<file path="src/smpwm_pkg.sv">
// Package with register map, field layout and bus carriers of the PWM unit.
package smpwm_pkg;

    // ****************************************************************
    // Sizes and register offsets.
    // ****************************************************************
    localparam int ADDR_W = 8;
    localparam int NUM_MATCH = 7;
    localparam int NUM_OUT = 6;
    localparam logic [ADDR_W-1:0] OFS_CTRL = 8'h00;
    localparam logic [ADDR_W-1:0] OFS_FLAGS = 8'h04;
    localparam logic [ADDR_W-1:0] OFS_COUNT = 8'h08;
    localparam logic [ADDR_W-1:0] OFS_PRESCALE = 8'h0c;
    localparam logic [ADDR_W-1:0] OFS_PRECOUNT = 8'h10;
    localparam logic [ADDR_W-1:0] OFS_MATCH_CTL = 8'h14;
    localparam logic [ADDR_W-1:0] OFS_PWM_CTL = 8'h18;
    localparam logic [ADDR_W-1:0] OFS_RELEASE = 8'h1c;
    localparam logic [ADDR_W-1:0] OFS_MATCH0 = 8'h20;
    localparam logic [ADDR_W-1:0] OFS_END = 8'h3c;

    // ****************************************************************
    // Field positions and reset values.
    // ****************************************************************
    localparam int CTRL_EN_BIT = 0;
    localparam int CTRL_CLR_BIT = 1;
    localparam int CTRL_PWM_BIT = 3;
    localparam int MCTL_IRQ_BIT = 0;
    localparam int MCTL_RST_BIT = 1;
    localparam int MCTL_STOP_BIT = 2;
    localparam int MCTL_STRIDE = 3;
    localparam int PCTL_DBL_LSB = 2;
    localparam int PCTL_OEN_LSB = 9;
    localparam logic [31:0] RST_VAL = 32'h0000_0000;
    localparam logic [1:0] RESP_OKAY = 2'h0;
    localparam logic [1:0] RESP_SLVERR = 2'h2;

    // ****************************************************************
    // Bus carriers.
    // ****************************************************************
    typedef struct packed {
        logic awvalid;
        logic [ADDR_W-1:0] awaddr;
        logic wvalid;
        logic [31:0] wdata;
        logic [3:0] wstrb;
        logic bready;
        logic arvalid;
        logic [ADDR_W-1:0] araddr;
        logic rready;
    } smpwm_axi_req_s;

    typedef struct packed {
        logic awready;
        logic wready;
        logic bvalid;
        logic [1:0] bresp;
        logic arready;
        logic rvalid;
        logic [31:0] rdata;
        logic [1:0] rresp;
    } smpwm_axi_rsp_s;

endpackage : smpwm_pkg

</file>
<file path="src/smpwm_unit.sv">
// Seven-match PWM unit with prescaled counter and register slave.
//
// Added by the designer: the AXI4-Lite register port and the register offsets.
`timescale 1ns/100ps

module smpwm_unit
    import smpwm_pkg::*;
(
    input wire logic clk,
    input wire logic srst,
    input wire smpwm_axi_req_s axi_req,
    output smpwm_axi_rsp_s axi_rsp,
    output logic [NUM_OUT-1:0] pwm_out
);

    // ****************************************************************
    // Declarations.
    // ****************************************************************
    logic cnt_en_r;
    logic cnt_clr_r;
    logic pwm_en_r;
    logic [NUM_MATCH-1:0] flags_r;
    logic [31:0] count_r;
    logic [31:0] prescale_r;
    logic [31:0] precount_r;
    logic [MCTL_STRIDE*NUM_MATCH-1:0] mctl_r;
    logic [NUM_OUT:2] dbl_r;
    logic [NUM_OUT-1:0] oen_r;
    logic [NUM_MATCH-1:0] release_r;
    logic [31:0] match_sh_r [NUM_MATCH];
    logic [31:0] match_act_r [NUM_MATCH];
    logic [NUM_OUT-1:0] level_r;
    logic aw_full_r;
    logic w_full_r;
    logic [ADDR_W-1:0] aw_addr_r;
    logic [31:0] w_data_r;
    logic [3:0] w_strb_r;
    logic bvalid_r;
    logic [1:0] bresp_r;
    logic rvalid_r;
    logic [31:0] rdata_r;
    logic [1:0] rresp_r;
    logic tick;
    logic [NUM_MATCH-1:0] hit;
    logic [NUM_MATCH-1:0] stop_hit;
    logic [NUM_MATCH-1:0] rst_bits;
    logic cyc_start;
    logic wr_fire;
    logic [ADDR_W-1:0] wr_addr;
    logic [31:0] wr_data;
    logic [3:0] wr_strb;
    logic wr_ok;
    logic [31:0] rd_val;
    logic rd_ok;
    logic [31:0] mctl_mrg;
    logic [31:0] pctl_mrg;

    function automatic logic [31:0] merge(input logic [31:0] old, input logic [31:0] data,
                                          input logic [3:0] strb);
        logic [31:0] res;
        res = old;
        for (int b = 0; b < 4; b++) begin
            if (strb[b]) begin
                res[8*b +: 8] = data[8*b +: 8];
            end
        end
        return res;
    endfunction : merge

    // ****************************************************************
    // Write channel: address and data are held until both are in.
    // ****************************************************************
    assign axi_rsp.awready = !aw_full_r;
    assign axi_rsp.wready = !w_full_r;
    assign axi_rsp.bvalid = bvalid_r;
    assign axi_rsp.bresp = bresp_r;
    assign wr_fire = aw_full_r && w_full_r && !bvalid_r;
    assign wr_addr = aw_addr_r;
    assign wr_strb = w_strb_r;
    assign wr_data = w_data_r;
    assign wr_ok = (wr_addr < OFS_END) && (wr_addr[1:0] == 2'h0) && (wr_addr != OFS_PRECOUNT);

    always_ff @(posedge clk) begin
        if (srst) begin
            aw_full_r <= 1'b0;
            aw_addr_r <= '0;
        end else if (!aw_full_r && axi_req.awvalid) begin
            aw_full_r <= 1'b1;
            aw_addr_r <= axi_req.awaddr;
        end else if (wr_fire) begin
            aw_full_r <= 1'b0;
        end
    end

    always_ff @(posedge clk) begin
        if (srst) begin
            w_full_r <= 1'b0;
            w_data_r <= RST_VAL;
            w_strb_r <= 4'h0;
        end else if (!w_full_r && axi_req.wvalid) begin
            w_full_r <= 1'b1;
            w_data_r <= axi_req.wdata;
            w_strb_r <= axi_req.wstrb;
        end else if (wr_fire) begin
            w_full_r <= 1'b0;
        end
    end

    always_ff @(posedge clk) begin
        if (srst) begin
            bvalid_r <= 1'b0;
            bresp_r <= RESP_OKAY;
        end else if (wr_fire) begin
            bvalid_r <= 1'b1;
            bresp_r <= wr_ok ? RESP_OKAY : RESP_SLVERR;
        end else if (axi_req.bready) begin
            bvalid_r <= 1'b0;
        end
    end

    // ****************************************************************
    // Read channel: one read at a time, data registered.
    // ****************************************************************
    assign axi_rsp.arready = !rvalid_r;
    assign axi_rsp.rvalid = rvalid_r;
    assign axi_rsp.rdata = rdata_r;
    assign axi_rsp.rresp = rresp_r;

    always_comb begin
        rd_val = RST_VAL;
        rd_ok = axi_req.araddr[1:0] == 2'h0;
        case (axi_req.araddr)
            OFS_CTRL: begin
                rd_val[CTRL_EN_BIT] = cnt_en_r;
                rd_val[CTRL_CLR_BIT] = cnt_clr_r;
                rd_val[CTRL_PWM_BIT] = pwm_en_r;
            end
            OFS_FLAGS: rd_val[NUM_MATCH-1:0] = flags_r;
            OFS_COUNT: rd_val = count_r;
            OFS_PRESCALE: rd_val = prescale_r;
            OFS_PRECOUNT: rd_val = precount_r;
            OFS_MATCH_CTL: rd_val[MCTL_STRIDE*NUM_MATCH-1:0] = mctl_r;
            OFS_PWM_CTL: begin
                rd_val[NUM_OUT:PCTL_DBL_LSB] = dbl_r;
                rd_val[PCTL_OEN_LSB +: NUM_OUT] = oen_r;
            end
            OFS_RELEASE: rd_val[NUM_MATCH-1:0] = release_r;
            default: begin
                if (axi_req.araddr >= OFS_MATCH0 && axi_req.araddr < OFS_END) begin
                    rd_val = match_sh_r[3'((axi_req.araddr - OFS_MATCH0) >> 2)];
                end else begin
                    rd_ok = 1'b0;
                end
            end
        endcase
    end

    always_ff @(posedge clk) begin
        if (srst) begin
            rvalid_r <= 1'b0;
            rdata_r <= RST_VAL;
            rresp_r <= RESP_OKAY;
        end else if (!rvalid_r && axi_req.arvalid) begin
            rvalid_r <= 1'b1;
            rdata_r <= rd_ok ? rd_val : RST_VAL;
            rresp_r <= rd_ok ? RESP_OKAY : RESP_SLVERR;
        end else if (axi_req.rready) begin
            rvalid_r <= 1'b0;
        end
    end

    // ****************************************************************
    // Control register; a stopping match clears the enable.
    // ****************************************************************
    always_ff @(posedge clk) begin
        if (srst) begin
            cnt_en_r <= 1'b0;
            cnt_clr_r <= 1'b0;
            pwm_en_r <= 1'b0;
        end else if (wr_fire && wr_addr == OFS_CTRL && wr_strb[0]) begin
            cnt_en_r <= wr_data[CTRL_EN_BIT];
            cnt_clr_r <= wr_data[CTRL_CLR_BIT];
            pwm_en_r <= wr_data[CTRL_PWM_BIT];
        end else if (|stop_hit) begin
            cnt_en_r <= 1'b0;
        end
    end

    // ****************************************************************
    // Configuration registers.
    // ****************************************************************
    assign mctl_mrg = merge({11'h0, mctl_r}, wr_data, wr_strb);
    assign pctl_mrg = merge({17'h0, oen_r, 2'h0, dbl_r, 2'h0}, wr_data, wr_strb);

    always_ff @(posedge clk) begin
        if (srst) begin
            prescale_r <= RST_VAL;
        end else if (wr_fire && wr_addr == OFS_PRESCALE) begin
            prescale_r <= merge(prescale_r, wr_data, wr_strb);
        end
    end

    always_ff @(posedge clk) begin
        if (srst) begin
            mctl_r <= '0;
        end else if (wr_fire && wr_addr == OFS_MATCH_CTL) begin
            mctl_r <= mctl_mrg[MCTL_STRIDE*NUM_MATCH-1:0];
        end
    end

    always_ff @(posedge clk) begin
        if (srst) begin
            dbl_r <= '0;
            oen_r <= '0;
        end else if (wr_fire && wr_addr == OFS_PWM_CTL) begin
            dbl_r <= pctl_mrg[NUM_OUT:PCTL_DBL_LSB];
            oen_r <= pctl_mrg[PCTL_OEN_LSB +: NUM_OUT];
        end
    end

    // ****************************************************************
    // Prescaler and counter.
    // ****************************************************************
    assign tick = cnt_en_r && !cnt_clr_r && (precount_r == prescale_r);

    always_ff @(posedge clk) begin
        if (srst || cnt_clr_r) begin
            precount_r <= RST_VAL;
        end else if (cnt_en_r) begin
            precount_r <= tick ? RST_VAL : precount_r + 32'h1;
        end
    end

    assign cyc_start = |(hit & rst_bits);

    always_ff @(posedge clk) begin
        if (srst || cnt_clr_r) begin
            count_r <= RST_VAL;
        end else if (wr_fire && wr_addr == OFS_COUNT) begin
            count_r <= merge(count_r, wr_data, wr_strb);
        end else if (tick) begin
            count_r <= cyc_start ? RST_VAL : count_r + 32'h1;
        end
    end

    // ****************************************************************
    // Match compare, once per tick, per match register.
    // ****************************************************************
    generate
        for (genvar i = 0; i < NUM_MATCH; i++) begin : g_match
            assign hit[i] = tick && (count_r == match_act_r[i]);
            assign stop_hit[i] = hit[i] && mctl_r[MCTL_STRIDE*i + MCTL_STOP_BIT];
            if (i == 0) begin : g_cyc
                assign rst_bits[i] = mctl_r[MCTL_RST_BIT] || pwm_en_r;
            end else begin : g_oth
                assign rst_bits[i] = mctl_r[MCTL_STRIDE*i + MCTL_RST_BIT];
            end

            always_ff @(posedge clk) begin
                if (srst) begin
                    match_sh_r[i] <= RST_VAL;
                end else if (wr_fire && wr_addr == OFS_MATCH0 + 8'(4*i)) begin
                    match_sh_r[i] <= merge(match_sh_r[i], wr_data, wr_strb);
                end
            end

            always_ff @(posedge clk) begin
                if (srst) begin
                    match_act_r[i] <= RST_VAL;
                end else if (!pwm_en_r) begin
                    match_act_r[i] <= match_sh_r[i];
                end else if (tick && hit[0] && release_r[i]) begin
                    match_act_r[i] <= match_sh_r[i];
                end
            end

            always_ff @(posedge clk) begin
                if (srst) begin
                    release_r[i] <= 1'b0;
                end else if (wr_fire && wr_addr == OFS_RELEASE && wr_strb[0] && wr_data[i]) begin
                    release_r[i] <= 1'b1;
                end else if (pwm_en_r && hit[0]) begin
                    release_r[i] <= 1'b0;
                end
            end

            always_ff @(posedge clk) begin
                if (srst) begin
                    flags_r[i] <= 1'b0;
                end else if (hit[i] && mctl_r[MCTL_STRIDE*i + MCTL_IRQ_BIT]) begin
                    flags_r[i] <= 1'b1;
                end else if (wr_fire && wr_addr == OFS_FLAGS && wr_strb[0] && wr_data[i]) begin
                    flags_r[i] <= 1'b0;
                end
            end
        end
    endgenerate

    // ****************************************************************
    // Output edges; output n uses match n, and n-1 when double-edged.
    // ****************************************************************
    generate
        for (genvar n = 1; n <= NUM_OUT; n++) begin : g_out
            logic set_ev;
            if (n == 1) begin : g_single
                assign set_ev = hit[0];
            end else begin : g_sel
                assign set_ev = dbl_r[n] ? hit[n-1] : hit[0];
            end

            always_ff @(posedge clk) begin
                if (srst || !pwm_en_r || !oen_r[n-1]) begin
                    level_r[n-1] <= 1'b0;
                end else if (hit[n]) begin
                    level_r[n-1] <= 1'b0;
                end else if (set_ev) begin
                    level_r[n-1] <= 1'b1;
                end
            end
        end
    endgenerate

    assign pwm_out = level_r;

endmodule : smpwm_unit

</file>
<file path="config.mk">
export PLATFORM = sky130hd
export DESIGN_NAME = smpwm_unit
export DESIGN_NICKNAME = d
export VERILOG_FILES = /design/src/smpwm_pkg.sv /design/src/smpwm_unit.sv
export SDC_FILE = /design/constraint.sdc
export NUM_CORES = 1
export LEC_CHECK = 0
export BUFFER_PORTS_ARGS = -buffer_cell sky130_fd_sc_hd__buf_2
export CAP_MARGIN = 20
export CORE_MARGIN = 1.5
export CORE_UTILIZATION = 65
export CTS_BUF_LIST = sky130_fd_sc_hd__clkbuf_8
export CTS_CLUSTER_SIZE = 14
export DETAILED_ROUTE_END_ITERATION = 10
export PLACE_DENSITY = 0.87
export SLEW_MARGIN = 25
export SYNTH_ARGS = -nofsm -noshare
export SYNTH_HDL_FRONTEND = slang
export SYNTH_SLANG_ARGS = --single-unit
export TNS_END_PERCENT = 10
</file>
<file path="constraint.sdc">
create_clock -name clk -period 4.34 [get_ports clk]
set_clock_uncertainty 0.1 [all_clocks]
set_input_delay 0.868 -clock clk [delete_from_list [all_inputs] [get_ports clk]]
set_output_delay 0.868 -clock clk [all_outputs]
set_load 0.01 [all_outputs]
</file>
# Word-level counts from Yosys, hierarchy flattened
# Memory sizes are Yosys's and may differ from the RTL's.
# Cells that the tools add are included.
[totals]
regBits = 235
mem_bits_rw = 448
inputBits = 59
out_inout_bits = 47
wordCells = 468
memories = 2
[classes]
n_addsub = 3
order_cmp = 3
eq_ne = 33
mux = 217
bitwise_logic = 22
n_reduce_logical = 141
[memory_table]
columns = ["name", "words", "width", "read_ports", "rd_ports_with_merged_regs", "wr", "line", "text"]
rows = [
  ["match_act_r", 7, 32, 7, 0, 7, "smpwm_unit.sv:31", "logic [31:0] match_act_r [NUM_MATCH];"],
  ["match_sh_r", 7, 32, 8, 0, 7, "smpwm_unit.sv:30", "logic [31:0] match_sh_r [NUM_MATCH];"],
]
[ops]
columns = ["op", "count"]
rows = [
  ["32-bit two-way mux", 27],
  ["8-bit two-way mux", 88],
  ["32-bit == test", 8],
  ["1-bit two-way mux", 92],
  ["1-bit logical AND", 71],
  ["32-bit by 1-bit adder with 32-bit output, second input constant", 2],
  ["8-bit by 5-bit == test with 1-bit output, second input constant", 7],
  ["8-bit by 6-bit == test with 1-bit output, second input constant", 7],
  ["11-bit case mux with 4 select lines", 1],
  ["2-bit nonzero test", 20],
  ["6-bit case mux with 6 select lines", 1],
  ["8-bit by 4-bit == test with 1-bit output, second input constant", 4],
  ["6-bit case mux with 5 select lines", 1],
  ["2-bit AND reduction", 13],
  ["3-bit case mux with 8 select lines", 1],
  ["1-bit OR", 21],
  ["8-bit by 3-bit == test with 1-bit output, second input constant", 2],
  ["8-bit logical NOT", 2],
  ["8-bit by 6-bit < comparator with 1-bit output, second input constant", 2],
  ["1-bit case mux with 8 select lines", 2],
  ["2-bit case mux with 8 select lines", 1],
  ["7-bit OR reduction", 2],
  ["1-bit logical NOT", 12],
  ["2-bit OR reduction", 6],
  ["other kinds (13)", 26],
]

# Depth between registers and ports, before layout
[logic_depth]
word_depth = 11
ltp_mapped = 12
depth_no_buf = 9

# Least setup slack after synthesis
# No wires, ideal clock.
[synth_path]
kind = "reg2reg"
startpoint = "register precount_r[20]"
endpoint = "memory match_act_r[2][0], enable pin"
setup_ns = 0.389
arrival_ns = 3.064
required_time_ns = 3.851
setup_slack_ns = 0.787
path_stages_with_launch = 11
path_buffers = 3
period_less_slack_ns = 3.553
path_cell_list = "dfxtp_1 buf_2 xor2_1 or4_1 or3_1 or4_1 buf_2 nor3_4 buf_4 nand2_2 nand2_1"
[synth_rtl]
columns = ["item", "line", "text"]
rows = [
  ["start: declaration", "smpwm_unit.sv:25", "logic [31:0] precount_r;"],
  ["start signal: assignment", "smpwm_unit.sv:230", "precount_r <= tick ? RST_VAL : precount_r + 32'h1;"],
  ["end: declaration", "smpwm_unit.sv:31", ""],
]

==> run metrics <==
Setup crit start kind flip-flop; CTS root buffer clkbuf_8; placed insts about 3600; row count ~80; asr flop ratio synth 0%; Initial Util 66.0%; post-CTS sizing 0; Hold Worst Slack roughly 220 ps; Clock Latency Late Sink 740 ps; TritonCTS Buffers 109; area of the mapped netlist ~32000 µm²; WS Path Type flip-flop to flip-flop; Netlist cell types between 50 and 60; Global Route Usage Sum 42.5%; HPWL Detailed 77200 µm; Power Internal 10.1 mW; setup TNS 0 ps; Final Core Density 72.9%; Iter 0 DRT Violations about 5200; R2R cell count 9; core area around 50000 µm²; Overall Power roughly 13 mW; antenna violations before repair 5; Seq pwr share about 54%; post-route setup slack 225 ps; clock share of power 40.4%; Worst setup EP type flip-flop; Post-CTS Hold Buffers 0; worst hold path depth 2; Gate power share 5.2%; Required @ worst endpoint roughly 4800 ps; f_max 243 MHz; IO Pins about 110; die area between 50000 and 60000 µm²; Die W 226 µm; Area Growth Syn to Fin 10.5%; synthesized area per cell 10.9 µm²; Finished Cell Area roughly 36000 µm²; Yosys warnings 0; gp weighted congestion 1.08; clk buf depth 3; clock transition at the registers of the reported paths 60 ps; Worst EP arrival 4580 ps; largest net degree at the start of global routing 76; grt total ovfl 0; power per cell area 376 nW/µm²; post-route ant nets 0; worst-margin pin slew 1120 ps; 1st-pass router iterations 8; post-layout net count 3119; Synth Register Bits between 600 and 700; Setup-failing EPs final 0; Max-cap violations 0; vias in the first global route 24500; die height ~230 µm; DRC 0; cells after synthesis 2977; worst slack, placed 438 ps; Slew headroom 24.9%; RSZ-0062 raised after global routing false; sw frac approximately a quarter; CTS Sinks between 600 and 700; static leakage ~15 nW; Final Hold Viols 0; fin cells approximately 3800; Placed Area 33500 µm²; Detailed Route WL 108000 µm; DR WL/cell 28.2 µm; global-route wire length before repair 156000 µm; Vias between 20000 and 30000; Final period util 94.8%; CP Max Fanout 32; Slew Limit Fails 0; post-CTS setup buffers 0; status completed; Seq/Total Area, Yosys 56.1%; share of cells above drive strength 1 14.2%; Switch Pwr 3.35 mW; Worst VDD drop about 0.28 mV; Synth Flop Type edfxtp_1; number of H-tree levels 3; Port Buffer Count 103; vias per cell 6.73; crit path time final 4110 ps; number of flops mapped to enable cells by yosys approximately 450; Hold Path Class input port to flip-flop; CTS tree built
[registers in the layout, indices dropped and copies added (netlist names), 8 cells and up]
signal / flops
match_act_r: 224
w_data_r: 32
count_r: 32
mctl_r: 21
prescale_r: 32
precount_r: 32
aw_addr_r: 8
rdata_r: 32
match_sh_r: 224
[cell families after synthesis]
kind of cell	after synthesis	share of synthesized area, %
AND/OR/NAND/NOR	1212	19.3
XOR/XNOR	288	7.81
AO/OA/AOI/OAI	411	7.91
other	1	0.0116
buffers and inverters	249	3.28
multiplexers	133	5.51
adder cells (fa/ha/maj)	2	0.0774
flip-flops	681	56.1
[power by group through the flow]
stage | Sequential [mW] | Clock, mW | Combinational [mW]
after floorplan | 7.26 | 0 | 0.489
after global placement | 7.41 | 0 | 0.643
after detailed placement | 7.41 | 0 | 0.669
after CTS | 7.28 | 5.41 | 0.674
after global routing | 7.30 | 5.68 | 0.735
final | 7.30 | 5.42 | 0.704
[final cells by class]
type	instances	area [µm²]
Antenna cell	4	10.0
Clock buffer	126	1730
Clock inverter	81	405
Fill cell	3249	13200
Inverter	17	63.8
Multi-Input combinational cell	2048	13200
Sequential cell	681	18100
Tap cell	664	831
Timing Repair Buffer	201	1300
[critical path, cell delays in order (launching register included)]
cell	delay, ps
dfxtp_1	500
xor2_1	180
or4_1	520
or3_1	350
or4_1	650
nor3_4	590
nand2_1	300
a21oi_2	200
buf_4	320
and2_1	200
[cells in the mapped netlist, types with 26 or more instances]
cell / count / share of area, %
dfxtp_1: 233 / 14
a22oi_1: 42 / 0.98
nand2_1: 352 / 4.1
a21oi_1: 152 / 2.4
mux2i_1: 81 / 2.5
mux4_2: 34 / 2.4
xnor2_1: 26 / 0.70
o21ai_0: 114 / 1.8
and2_1: 451 / 8.7
nor4_1: 71 / 1.4
edfxtp_1: 448 / 42
xor2_1: 262 / 7.1
a222oi_1: 28 / 0.87
nor2_1: 148 / 1.7
clkbuf_1: 185 / 2.1
nand3_1: 76 / 1.2
nand4_1: 33 / 0.64
[cell usage in the layout (no fill, tap or decap), types with 26 or more instances in the layout]
cell      netlist  routed
and2_1        451     451
xnor2_1        26      26
nand4_1        33      33
edfxtp_1      448     448
dfxtp_1       233     233
buf_4           8      97
clkbuf_8        0     126
o21ai_0       114     114
xor2_1        262     262
a222oi_1       28      28
inv_1          17      52
a22oi_1        42      42
nor2_1        148     144
buf_2           5     100
nand3_1        76      76
mux4_2         34      34
nand2_1       352     351
nor4_1         71      68
a21oi_1       152     151
mux2i_1        81      81
[per-layer routing]
layer / part of all wire [%] / global-route usage [%] / vias up
met5: 0.029 / 0 / -
met4: 8.8 / 29.4 / 4
met3: 16 / 14.1 / 590
met2: 42 / 61.3 / 2357
met1: 34 / 54.4 / 12100
li1: - / - / 10600
[final timing paths]
path	startpoint	endpoint	slack (ps)
hold / removal	axi_req[0]	rvalid_r	220
setup / recovery	precount_r[20]	match_act_r[6][25]	230
hold reg to reg	rdata_r[4]	rdata_r[4]	360
setup reg to reg	precount_r[20]	match_act_r[6][25]	230
(Power assumes the default switching activity.)
